File: config.mk
export PLATFORM = sky130hd
export DESIGN_NAME = sfmc_forwarding_ctrl
export DESIGN_NICKNAME = d
export VERILOG_FILES = /design/src/inc/sfmc_pkg.sv /design/src/hdl/sfmc_rr_arbiter.sv /design/src/hdl/sfmc_credit_pacer.sv /design/src/hdl/sfmc_forwarding_ctrl.sv
export SDC_FILE = /design/constraint.sdc
export NUM_CORES = 1
export LEC_CHECK = 0
export BUFFER_PORTS_ARGS = -buffer_cell sky130_fd_sc_hd__buf_2
export CORE_MARGIN = 2
export CORE_UTILIZATION = 30
export CTS_BUF_LIST = sky130_fd_sc_hd__clkbuf_4 sky130_fd_sc_hd__clkbuf_8
export DETAILED_ROUTE_END_ITERATION = 7
export GPL_TIMING_DRIVEN = 0
export PLACE_DENSITY = 0.61
export SLEW_MARGIN = 25
export SYNTH_ARGS = -nofsm -noshare
export SYNTH_HDL_FRONTEND = slang
export SYNTH_SLANG_ARGS = --single-unit
File: constraint.sdc
create_clock -name ref_clk_i -period 3.9 [get_ports ref_clk_i]
set_input_delay 0.78 -clock ref_clk_i [delete_from_list [all_inputs] [get_ports ref_clk_i]]
set_output_delay 0.78 -clock ref_clk_i [all_outputs]
set_load 0.02 [all_outputs]
File: src/inc/sfmc_pkg.sv
// constants, field layout and carrier types of the forwarding mode control block
// ============================================================================
// How it works
// - bit 0 set means each packet is fully buffered before it is forwarded; clear (reset) means cut-through.
// - the two-bit threshold in bits 2:1 governs slow-to-fast forwarding and resets to one cycle early.
// - code 00b starts at the packet midpoint, codes 01b, 10b, 11b start one, two, three cycles earlier.
// - bit 3 set keeps the arbiter on the granted port while it requests and done_i is low, even without enough credit.
// - bit 3 clear (reset) moves the arbiter to a requesting port whose packet has enough credit.
// - bit 4 set releases new flow-control credit to the link partner one credit per update.
// - bit 4 clear (reset) releases new flow-control credit two credits per update.
// - bit 5 set enforces ordering between packets for different egress ports; reset clear.
// - bit 6 set keeps ordering between completions with different tags; resets set.
// - bit 7 set store-forwards non-posted packets, clear cuts them through; resets set.
// - a write to bit 7 stores the inverse of the written value.
// - the mode register lives only in the upstream port's space at 850h and acts switch-wide.
package sfmc_pkg;

    // ========================================================================
    // register map
    localparam logic [11:0] FWD_MODE_OFS = 12'h850;
    localparam logic [11:0] LINK_TRAIN_OFS = 12'h854;

    // ========================================================================
    // forwarding mode fields
    localparam int FWD_SF_BIT = 0;
    localparam int FWD_THR_LSB = 1;
    localparam int FWD_ARB_BIT = 3;
    localparam int FWD_CREDIT_BIT = 4;
    localparam int FWD_ORD_EGR_BIT = 5;
    localparam int FWD_ORD_TAG_BIT = 6;
    localparam int FWD_NP_SF_BIT = 7;
    localparam logic [7:0] FWD_MODE_RST = 8'hC2;
    localparam logic [7:0] FWD_MODE_INV = 8'h80;

    // ========================================================================
    // link training control fields
    localparam logic [15:0] LINK_TRAIN_RST = 16'h0080;
    localparam logic [15:0] LINK_TRAIN_WMASK = 16'h7FFF;

    // ========================================================================
    // forwarding timing
    localparam int PKT_LEN_W = 10;
    localparam logic [1:0] CREDIT_STEP_ONE = 2'h1;
    localparam logic [1:0] CREDIT_STEP_TWO = 2'h2;

    // ========================================================================
    // carriers
    typedef struct packed {
        logic valid;
        logic write;
        logic upstream;
        logic [11:0] addr;
        logic [3:0] byte_en;
        logic [31:0] wdata;
    } sfmc_cfg_req_t;

    typedef struct packed {
        logic ack;
        logic [31:0] rdata;
    } sfmc_cfg_rsp_t;

    typedef struct packed {
        logic start;
        logic nonposted;
        logic slow_to_fast;
        logic [PKT_LEN_W-1:0] len;
    } sfmc_pkt_t;

    typedef enum logic [1:0] {
        FWD_IDLE = 2'b00,
        FWD_RECV = 2'b01,
        FWD_SENT = 2'b11
    } sfmc_fwd_state_t;

endpackage

File: src/hdl/sfmc_rr_arbiter.sv
// round-robin port arbiter with hold or credit-skip behaviour
`timescale 1ns/10ps
module sfmc_rr_arbiter #(
    parameter int PORTS = 4
) (
    // clock and reset
    input wire logic ref_clk_i,
    input wire logic sys_rst_i,
    // mode
    input wire logic hold_mode_i,
    // ports
    input wire logic [PORTS-1:0] req_i,
    input wire logic [PORTS-1:0] credit_ok_i,
    input wire logic done_i,
    // grant
    output logic [PORTS-1:0] grant_o
);
    import sfmc_pkg::*;

    // first eligible port after the current one, in round-robin order
    function automatic logic [PORTS-1:0] rr_pick(input logic [PORTS-1:0] elig,
                                                 input logic [PORTS-1:0] cur);
        logic [PORTS-1:0] pick;
        logic [2*PORTS-1:0] ring;
        int start;
        pick = '0;
        ring = {elig, elig};
        start = 0;
        for (int i = 0; i < PORTS; i++)
        begin
            if (cur[i])
                start = i + 1;
        end
        for (int k = PORTS - 1; k >= 0; k--)
        begin
            if (ring[start + k])
                pick = '0;
            if (ring[start + k])
                pick[(start + k) % PORTS] = 1'b1;
        end
        return pick;
    endfunction

    logic cur_req;
    logic cur_credit;
    assign cur_req = |(grant_o & req_i);
    assign cur_credit = |(grant_o & credit_ok_i);

    always_ff @(posedge ref_clk_i or posedge sys_rst_i)
    begin
        if (sys_rst_i)
            grant_o <= '0;
        else if (hold_mode_i && cur_req && !done_i)
            grant_o <= grant_o;
        else if (!hold_mode_i && cur_req && cur_credit && !done_i)
            grant_o <= grant_o;
        else if (hold_mode_i)
            grant_o <= rr_pick(req_i, grant_o);
        else
            grant_o <= rr_pick(req_i & credit_ok_i, grant_o);
    end

endmodule

File: src/hdl/sfmc_credit_pacer.sv
// paces flow-control credit release to the link partner
`timescale 1ns/10ps
module sfmc_credit_pacer #(
    parameter int CNT_W = 8
) (
    // clock and reset
    input wire logic ref_clk_i,
    input wire logic sys_rst_i,
    // mode and source
    input wire logic one_per_update_i,
    input wire logic credit_new_i,
    // release
    output logic rel_valid_o,
    output logic [1:0] rel_count_o
);
    import sfmc_pkg::*;

    logic [CNT_W-1:0] pending;
    logic [1:0] step;
    logic fire;
    assign step = one_per_update_i ? CREDIT_STEP_ONE : CREDIT_STEP_TWO;
    // a lone credit in two-per mode waits for its partner; that is the trade for fewer updates
    assign fire = pending >= CNT_W'(step);

    always_ff @(posedge ref_clk_i or posedge sys_rst_i)
    begin
        if (sys_rst_i)
            pending <= '0;
        else
            pending <= pending + CNT_W'(credit_new_i) - (fire ? CNT_W'(step) : '0);
    end

    always_ff @(posedge ref_clk_i or posedge sys_rst_i)
    begin
        if (sys_rst_i)
        begin
            rel_valid_o <= 1'b0;
            rel_count_o <= 2'h0;
        end
        else
        begin
            rel_valid_o <= fire;
            rel_count_o <= fire ? step : 2'h0;
        end
    end

endmodule

File: src/hdl/sfmc_forwarding_ctrl.sv
// forwarding mode register bank and the forwarding decisions it steers
`timescale 1ns/10ps
module sfmc_forwarding_ctrl #(
    parameter int PORTS = 4,
    parameter int CREDIT_W = 8
) (
    // clock and reset
    input wire logic ref_clk_i,
    input wire logic sys_rst_i,
    // configuration space access
    input wire sfmc_pkg::sfmc_cfg_req_t cfg_req_i,
    output sfmc_pkg::sfmc_cfg_rsp_t cfg_rsp_o,
    // serial eeprom preload and i2c writes
    input wire sfmc_pkg::sfmc_cfg_req_t side_req_i,
    // packet ingress
    input wire sfmc_pkg::sfmc_pkt_t pkt_i,
    input wire logic rx_beat_i,
    output logic fwd_go_o,
    output logic fwd_store_o,
    // arbitration
    input wire logic [PORTS-1:0] arb_req_i,
    input wire logic [PORTS-1:0] arb_credit_ok_i,
    input wire logic arb_done_i,
    output logic [PORTS-1:0] arb_grant_o,
    // credit release
    input wire logic credit_new_i,
    output logic credit_rel_valid_o,
    output logic [1:0] credit_rel_count_o,
    // ordering and link controls
    output logic order_cross_egress_o,
    output logic order_cpl_tag_o,
    output logic [15:0] link_training_control_o
);
    import sfmc_pkg::*;

    // ========================================================================
    // register write path
    logic [7:0] switch_forwarding_mode;
    logic [15:0] link_training_control;

    // merge one access into the forwarding mode value
    function automatic logic [7:0] fwd_write(input logic [7:0] cur, input sfmc_cfg_req_t r);
        logic [7:0] val;
        val = cur;
        if (r.byte_en[0])
            val = r.wdata[7:0] ^ FWD_MODE_INV;
        return val;
    endfunction

    // merge one access into the link training value
    function automatic logic [15:0] link_write(input logic [15:0] cur, input sfmc_cfg_req_t r);
        logic [15:0] val;
        val = cur;
        if (r.byte_en[0])
            val[7:0] = r.wdata[7:0];
        if (r.byte_en[1])
            val[15:8] = r.wdata[15:8];
        return val & LINK_TRAIN_WMASK;
    endfunction

    logic cfg_wr;
    logic side_wr;
    assign cfg_wr = cfg_req_i.valid && cfg_req_i.write && cfg_req_i.upstream;
    assign side_wr = side_req_i.valid && side_req_i.write;

    always_ff @(posedge ref_clk_i or posedge sys_rst_i)
    begin
        if (sys_rst_i)
            switch_forwarding_mode <= FWD_MODE_RST;
        else if (cfg_wr && cfg_req_i.addr == FWD_MODE_OFS)
            switch_forwarding_mode <= fwd_write(switch_forwarding_mode, cfg_req_i);
        else if (side_wr && side_req_i.addr == FWD_MODE_OFS)
            switch_forwarding_mode <= fwd_write(switch_forwarding_mode, side_req_i);
    end

    always_ff @(posedge ref_clk_i or posedge sys_rst_i)
    begin
        if (sys_rst_i)
            link_training_control <= LINK_TRAIN_RST;
        else if (cfg_wr && cfg_req_i.addr == LINK_TRAIN_OFS)
            link_training_control <= link_write(link_training_control, cfg_req_i);
        else if (side_wr && side_req_i.addr == LINK_TRAIN_OFS)
            link_training_control <= link_write(link_training_control, side_req_i);
    end

    // ========================================================================
    // register read path
    // downstream ports see nothing here: the bank exists once, for the whole switch
    logic [31:0] next_rdata;
    always_comb
    begin
        next_rdata = 32'h0000_0000;
        if (cfg_req_i.upstream && !cfg_req_i.write)
        begin
            if (cfg_req_i.addr == FWD_MODE_OFS)
                next_rdata = {24'h00_0000, switch_forwarding_mode};
            else if (cfg_req_i.addr == LINK_TRAIN_OFS)
                next_rdata = {16'h0000, link_training_control};
        end
    end

    always_ff @(posedge ref_clk_i or posedge sys_rst_i)
    begin
        if (sys_rst_i)
        begin
            cfg_rsp_o.ack <= 1'b0;
            cfg_rsp_o.rdata <= 32'h0000_0000;
        end
        else
        begin
            cfg_rsp_o.ack <= cfg_req_i.valid;
            cfg_rsp_o.rdata <= next_rdata;
        end
    end

    // ========================================================================
    // mode decode
    logic sf_all;
    logic sf_np;
    logic [1:0] thr_code;
    assign sf_all = switch_forwarding_mode[FWD_SF_BIT];
    assign sf_np = switch_forwarding_mode[FWD_NP_SF_BIT];
    assign thr_code = switch_forwarding_mode[FWD_THR_LSB +: 2];

    // beat at which forwarding of a packet may begin
    function automatic logic [PKT_LEN_W-1:0] start_beat(input sfmc_pkt_t p,
                                                        input logic store,
                                                        input logic [1:0] code);
        logic [PKT_LEN_W-1:0] mid;
        logic [PKT_LEN_W-1:0] thr;
        mid = p.len >> 1;
        thr = {{(PKT_LEN_W-1){1'b0}}, 1'b1};
        if (store)
            thr = p.len;
        else if (p.slow_to_fast && mid > PKT_LEN_W'(code))
            thr = mid - PKT_LEN_W'(code);
        if (thr == '0)
            thr = {{(PKT_LEN_W-1){1'b0}}, 1'b1};
        return thr;
    endfunction

    // ========================================================================
    // forwarding start sequencer
    sfmc_fwd_state_t fwd_state;
    logic [PKT_LEN_W-1:0] beats;
    logic [PKT_LEN_W-1:0] thr;
    logic pkt_store;
    logic [PKT_LEN_W-1:0] next_beats;
    assign pkt_store = sf_all || (pkt_i.nonposted && sf_np);
    assign next_beats = beats + PKT_LEN_W'(rx_beat_i);

    always_ff @(posedge ref_clk_i or posedge sys_rst_i)
    begin
        if (sys_rst_i)
        begin
            fwd_state <= FWD_IDLE;
            beats <= '0;
            thr <= '0;
            fwd_store_o <= 1'b0;
        end
        else
        begin
            case (fwd_state)
                FWD_IDLE:
                begin
                    if (pkt_i.start)
                    begin
                        fwd_state <= FWD_RECV;
                        beats <= PKT_LEN_W'(rx_beat_i);
                        thr <= start_beat(pkt_i, pkt_store, thr_code);
                        fwd_store_o <= pkt_store;
                    end
                end
                FWD_RECV:
                begin
                    beats <= next_beats;
                    if (next_beats >= thr)
                        fwd_state <= FWD_SENT;
                end
                FWD_SENT:
                begin
                    beats <= next_beats;
                    if (next_beats >= pkt_i.len || pkt_i.start)
                        fwd_state <= FWD_IDLE;
                end
                default:
                    fwd_state <= FWD_IDLE;
            endcase
        end
    end

    // one pulse per packet at the start point
    always_ff @(posedge ref_clk_i or posedge sys_rst_i)
    begin
        if (sys_rst_i)
            fwd_go_o <= 1'b0;
        else
            fwd_go_o <= (fwd_state == FWD_RECV) && (next_beats >= thr);
    end

    // ========================================================================
    // ordering and link controls
    always_ff @(posedge ref_clk_i or posedge sys_rst_i)
    begin
        if (sys_rst_i)
        begin
            order_cross_egress_o <= 1'b0;
            order_cpl_tag_o <= 1'b1;
            link_training_control_o <= LINK_TRAIN_RST;
        end
        else
        begin
            order_cross_egress_o <= switch_forwarding_mode[FWD_ORD_EGR_BIT];
            order_cpl_tag_o <= switch_forwarding_mode[FWD_ORD_TAG_BIT];
            link_training_control_o <= link_training_control;
        end
    end

    // ========================================================================
    // arbiter and credit pacer
    sfmc_rr_arbiter #(
        .PORTS(PORTS)
    ) u_arb (
        .ref_clk_i(ref_clk_i),
        .sys_rst_i(sys_rst_i),
        .hold_mode_i(switch_forwarding_mode[FWD_ARB_BIT]),
        .req_i(arb_req_i),
        .credit_ok_i(arb_credit_ok_i),
        .done_i(arb_done_i),
        .grant_o(arb_grant_o)
    );

    sfmc_credit_pacer #(
        .CNT_W(CREDIT_W)
    ) u_credit (
        .ref_clk_i(ref_clk_i),
        .sys_rst_i(sys_rst_i),
        .one_per_update_i(switch_forwarding_mode[FWD_CREDIT_BIT]),
        .credit_new_i(credit_new_i),
        .rel_valid_o(credit_rel_valid_o),
        .rel_count_o(credit_rel_count_o)
    );

endmodule

; ---- Yosys cells after proc, flatten, opt, wreduce, memory -nomap -nowiden
; Index checks and enable logic that the tools add are counted.
[classes]
n_addsub = 10
order_cmp = 28
n_eq_ne = 12
muxes = 116
bitwise = 23
n_reduce_logical = 55
[op_table]
columns = cell, n
row1 = "less-than comparator 32 x 5 -> 1 bit, second input constant", 8
row2 = two-way mux 32 bit, 6
row3 = two-way mux 4 bit, 39
row4 = "adder 32 x 3 -> 32 bit, second input constant", 4
row5 = two-way mux 16 bit, 5
row6 = "adder 32 x 2 -> 32 bit, second input constant", 2
row7 = two-way mux 10 bit, 6
row8 = "equality test 12 bit, second input constant", 4
row9 = two-way mux 8 bit, 6
row10 = "less-than comparator 3 x 4 -> 1 bit, second input constant", 8
row11 = bitwise OR 4 bit, 8
row12 = two-way mux 1 bit, 25
row13 = binary-select mux 1 bit (select 3 bit), 8
row14 = ">= comparator 3 x 1 -> 1 bit, second input constant", 8
row15 = logical AND 1 bit, 24
row16 = >= comparator 10 bit, 2
row17 = one-hot mux 10 bit (2 select lines), 1
row18 = OR reduction 2 bit, 9
row19 = demux 1 bit (select 2 bit), 8
row20 = two-way mux 2 bit, 8
row21 = two-way mux 7 bit, 2
row22 = bitwise AND 4 bit, 3
row23 = "inequality test 2 bit, second input constant", 6
row24 = AND reduction 3 bit, 4
row25 = other kinds (19), 40
[word_totals]
regBits = 114
wordCells = 262

; ---- Logic depth before layout (Yosys ltp)
[logic_depth]
ltp_word = 35
mapped_depth = 21
mapped_depth_nobuf = 21

; ---- By module
; From an unflattened synthesis, not the netlist that was laid out.
[hier_totals]
hier_cells = 605
hier_area_um2 = 6218.5
[modules_own_cells]
columns = module, n_inst, cells_per_inst, area_each_um2, seq_area_each_um2
row1 = sfmc_forwarding_ctrl, 1, 407, 4398.0, 2009.4
row2 = sfmc_rr_arbiter, 1, 121, 1044.8, 100.1
row3 = sfmc_credit_pacer, 1, 77, 775.7, 275.3

; ---- Worst setup path after synthesis
; OpenSTA, ideal clock, no wires.
[synth_timing]
path_kind = reg2reg
startpoint = register switch_forwarding_mode[4]
endpoint = register u_credit.pending[7]
setup_time_ns = 0.079
arrival_ns = 2.966
setup_slack_ns = 0.855
path_stages_with_launch = 17
n_path_buf = 0
synth_period_minus_slack_ns = 3.045
path_cell_list = dfrtp_1 > ha_1 > o21ai_0 > nand3b_1 > nand2_1 > nand2_1 > a21boi_0 > or2_2 > ha_1 > ha_1 > a21o_1 > a21oi_1 > o21bai_1 > a21oi_1 > o21bai_1 > a21oi_1 > xor2_1
[synth_between]
elab_chain_cells = 4
[synth_rtl]
columns = item, line_no
row1 = from (decl), sfmc_forwarding_ctrl.sv:38  ; logic [7:0] switch_forwarding_mode;
row2 = from (signal assigned), sfmc_forwarding_ctrl.sv:71  ; switch_forwarding_mode <= fwd_write(switch_forwarding_mode, cfg_req_i);
row3 = from (signal assigned), sfmc_forwarding_ctrl.sv:73  ; switch_forwarding_mode <= fwd_write(switch_forwarding_mode, side_req_i);
row4 = two-way mux 2 bit (*), sfmc_credit_pacer.sv:21  ; assign step = one_per_update_i ? CREDIT_STEP_ONE : CREDIT_STEP_TWO;
row5 = >= comparator 8 x 2 -> 1 bit, sfmc_credit_pacer.sv:23  ; assign fire = pending >= CNT_W'(step);
row6 = two-way mux 2 bit (*), sfmc_credit_pacer.sv:30  ; pending <= pending + CNT_W'(credit_new_i) - (fire ? CNT_W'(step) : '0);
row7 = subtractor 8 bit (*), sfmc_credit_pacer.sv:30
row8 = to (signal assigned), sfmc_credit_pacer.sv:30
row9 = to (decl), sfmc_credit_pacer.sv:18  ; logic [CNT_W-1:0] pending;
; Mark *: on every way between the ends. The rest lies on a longest branch, timed or not.
; A chain may end at the register's enable or synchronous reset.

; ---- Worst setup path after layout
; Same ends and word-level chain as after synthesis.

==> qor.tcl <==
set qor(pin_count_of_the_biggest_net_entering_global_routing) 50
set qor(post_drt_wl_per_cell_um) 14.7
set qor(holdCritPathClass) {register to register}
set qor(worst_ir_drop_vdd_uv) 190
set qor(syn-cell-area_um2) 6110
set qor(hold_path_depth) 0
set qor(clk_pin_slew_worst_paths_ps) 100
set qor(cts.sinks) 95
set qor(critical_path.reg2reg.startpoint) {switch_forwarding_mode[4]}
set qor(crit_path_cell_trace) {ha_1, o21ai_0, nand3b_1, nand2_1, nand2_1, a21boi_0, or2_2, ha_1, ha_1, a21o_1, a21oi_1, o21bai_1, a21oi_1, o21bai_1, a21oi_1, xor2_1}
set qor(crit_fanout) 7
set qor(grt_first_pass_wirelength_mm) 25.4
set qor(report.final.slew_viol_count) 0
set qor(floorplan.initialDensity_pct) 30.4
set qor(layout-area-overhead-vs-synth_pct) 20.6
set qor(ctsResizeCount) 0
set qor(vias_per_cell) 4.76
set qor(layout.nets) 977
set qor(cts-buffers-inserted) 9
set qor(cp-end-kind) {register}
set qor(placement_rows) 52
set qor(synth_async_sr_flop_share_pct) 100
set qor(dp_hpwl_mm) 12.2
set qor(drt-pass1-iter-count) 5
set qor(top_ff_cell_synth) {sky130_fd_sc_hd__dfrtp_1}
set qor(final_setup_violation_count) 0
set qor(rrSetupSlack_ps) 400
set qor(yosys_warnings) 0
set qor(grt-ovfl-total) 0
set qor(synth.lib_cells_used.distinct) 74
set qor(groute.usage.overall_pct) 15.0
set qor(switching_share_pct) 41.9
set qor(slowest_delay_ps) 480
set qor(number_of_enable_type_register_cells_in_the_synthesized_netlist) 0
set qor(setup_total_negative_slack_ps) 0
set qor(critPathBufInv) 0
set qor(layout.cells.non_filler) 1076
set qor(max-slew-margin-rel_pct) 52.7
set qor(postSynthCellCount) 644
set qor(clockRootBuffer) {sky130_fd_sc_hd__clkbuf_8}
set qor(finalWeightedCongestion) 0.830
set qor(ys_ff_latch) 95
set qor(outcome) {finished clean}
set qor(worst-slew-pin-transition_ps) 710
set qor(number_of_top_level_pins) 188
set qor(wirelength_mm) 15.8
set qor(worst-endpoint-arrival_ps) 3800
set qor(die_height_um) 147
set qor(die_width_um) 147
set qor(design.die.area_um2) 21500
set qor(clock.fmax_mhz) 286
set qor(path_delay_family) {compound AO/OA/AOI/OAI gates}
set qor(initial_antenna_violation_count) 3
set qor(p_total_mw) 4.10
set qor(critical_path_required_ps) 4200
set qor(first_global_vias) 4878
set qor(final.setup_skew_ps) 8.20
set qor(drtAntennaViolNets) 0
set qor(routed_vias) 5127
set qor(clkLatencyLatePin_ps) 380
set qor(power_density_nw_per_um2) 556
set qor(cp-start-kind) {register}
set qor(rr_endpoint) {u_credit.pending[7]}
set qor(layout-drive-gt1-share_pct) 26.6
set qor(cell_internal_pwr_mw) 2.38
set qor(hold_buffers) 0
set qor(pwr-share-seq_pct) 31.2
set qor(pre_cts_ws_ps) 442
set qor(dp.cells) 1058
set qor(crit_type) {register to register}
set qor(power.share.clock_pct) 15.4
set qor(unrepaired_setup_endpoints_after_global_routing) {no}
set qor(place.port_buffers) 126
set qor(drc_errors_left) 0
set qor(tritoncts) {yes}
set qor(power_frac_comb_pct) 53.4
set qor(min_period_over_period_pct) 89.7
set qor(synth_seq_area_share_pct) 39.0
set qor(avgSynthCellArea_um2) 9.49
set qor(rr_worst_depth) 16
set qor(max-clock-path-buffers) 2
set qor(whs_endpoint) {order_cpl_tag_o}
set qor(maxCapViolCount) 0
set qor(drtIter0Drc) 272
set qor(floorplan.core_area_um2) 20100
set qor(final_period_minus_worst_setup_slack_ps) 3500
set qor(cts-htree-levels) 3
set qor(postCtsSetupBuffers) 0
set qor(cpMaxStageDelayCell) {sky130_fd_sc_hd__dfrtp_1}
set qor(fin_ws_ps) 400
set qor(finalHoldViolCount) 0
set qor(total_leakage_power_nw) 3.84
set qor(worstHoldStart) {switch_forwarding_mode[6]}
set qor(finalCoreUtilization_pct) 36.7
set qor(switching_power_mw) 1.72
logic make-up after synthesis:
logic type	after synthesis	share of synthesized area, %
mux	40	7.41
xor+xnor	15	2.15
fa+ha+maj	50	10.5
flops	95	39.0
buf+inv	91	7.92
other cells	1	0.0613
simple gates	192	15.7
compound gates	160	17.3
layout make-up:
class / count / area, um2
plain buffers: 43 / 304
multi-input cells: 475 / 3310
inverters: 48 / 185
flip-flops and latches: 95 / 2380
repair buffers: 127 / 658
diodes: 2 / 5.00
fillers: 2100 / 12700
clock inverters: 4 / 30.0
clock buffers: 12 / 159
well taps: 270 / 338
how the worst max path moves through the flow:
stage,startpoint,to,slack [ps],depth (start not counted)
CTS,switch_forwarding_mode[4],u_credit.pending[7],390,16
finish,switch_forwarding_mode[4],u_credit.pending[7],400,16
global route,switch_forwarding_mode[4],u_credit.pending[7],50,16
floorplan,sys_rst_i,beats[0],650,1
detailed placement,switch_forwarding_mode[4],u_credit.pending[7],440,16
global placement,sys_rst_i,u_arb.grant_o[3],-680,2
placed cells by master, fill, tap and decap left out, drive strengths merged, types with 13 or more instances in the layout:
master,count
conb,18
mux2i,34
clkbuf,23
nor2,51
nand3,16
nor3,13
o21ai,46
ha,48
a21oi,43
and2,13
nand2,56
buf,158
inv,48
dfrtp,89
flip-flops by register name, summed over array words and instances (netlist names), 4 cells and up:
register	cells
link_training_control	15
switch_forwarding_mode	8
u_credit.pending	8
beats	10
u_arb.grant_o	4
thr	10
link_training_control_o	15
cfg_rsp_o	16
cells in the mapped netlist (all sizes together), types with 6 or more instances:
| master | number | area share, % |
|---|---|---|
| nand2 | 56 | 3.4 |
| o21ai | 46 | 3.9 |
| mux2i | 34 | 5.6 |
| and2 | 13 | 1.3 |
| buf | 31 | 3.8 |
| nor4 | 7 | 1.0 |
| nor2 | 51 | 3.1 |
| dfrtp | 89 | 36 |
| nor3 | 13 | 1.1 |
| ha | 48 | 9.8 |
| a21o | 10 | 1.3 |
| inv | 48 | 2.9 |
| xnor2 | 7 | 1.0 |
| nand3 | 16 | 1.3 |
| dfstp | 6 | 2.6 |
| a21oi | 43 | 3.5 |
| a211oi | 8 | 0.98 |
| o22ai | 9 | 0.92 |
| clkbuf | 11 | 0.68 |
| xor2 | 8 | 1.1 |
per-layer routing:
layer  wire length [um]  vias to the layer above  global-route usage (%)
li1                   -                     2559                       -
met1               7240                     2366                    20.1
met2               7080                      180                    23.5
met3               1170                       20                    3.54
met4                331                        2                    5.58
met5                 16                        -                       0
stage by stage:
step / hold WS [ps] / cell area (um2)
2_1_floorplan: 360 / 6180
5_1_grt: 390 / 7370
6_report: 378 / 7370
3_5_place_dp: 366 / 7180
4_1_cts: 381 / 7370
3_3_place_gp: 364 / 7150
power by group through the flow:
stage / logic (mW) / clock network (mW) / registers, mW
floorplan: 1.66 / 0 / 1.31
global placement: 2.15 / 0 / 1.29
detailed placement: 2.18 / 0 / 1.30
CTS: 2.19 / 0.664 / 1.28
global route: 2.47 / 0.703 / 1.30
finish: 2.19 / 0.631 / 1.28
No activity file was read; power rests on OpenSTA's default activity.
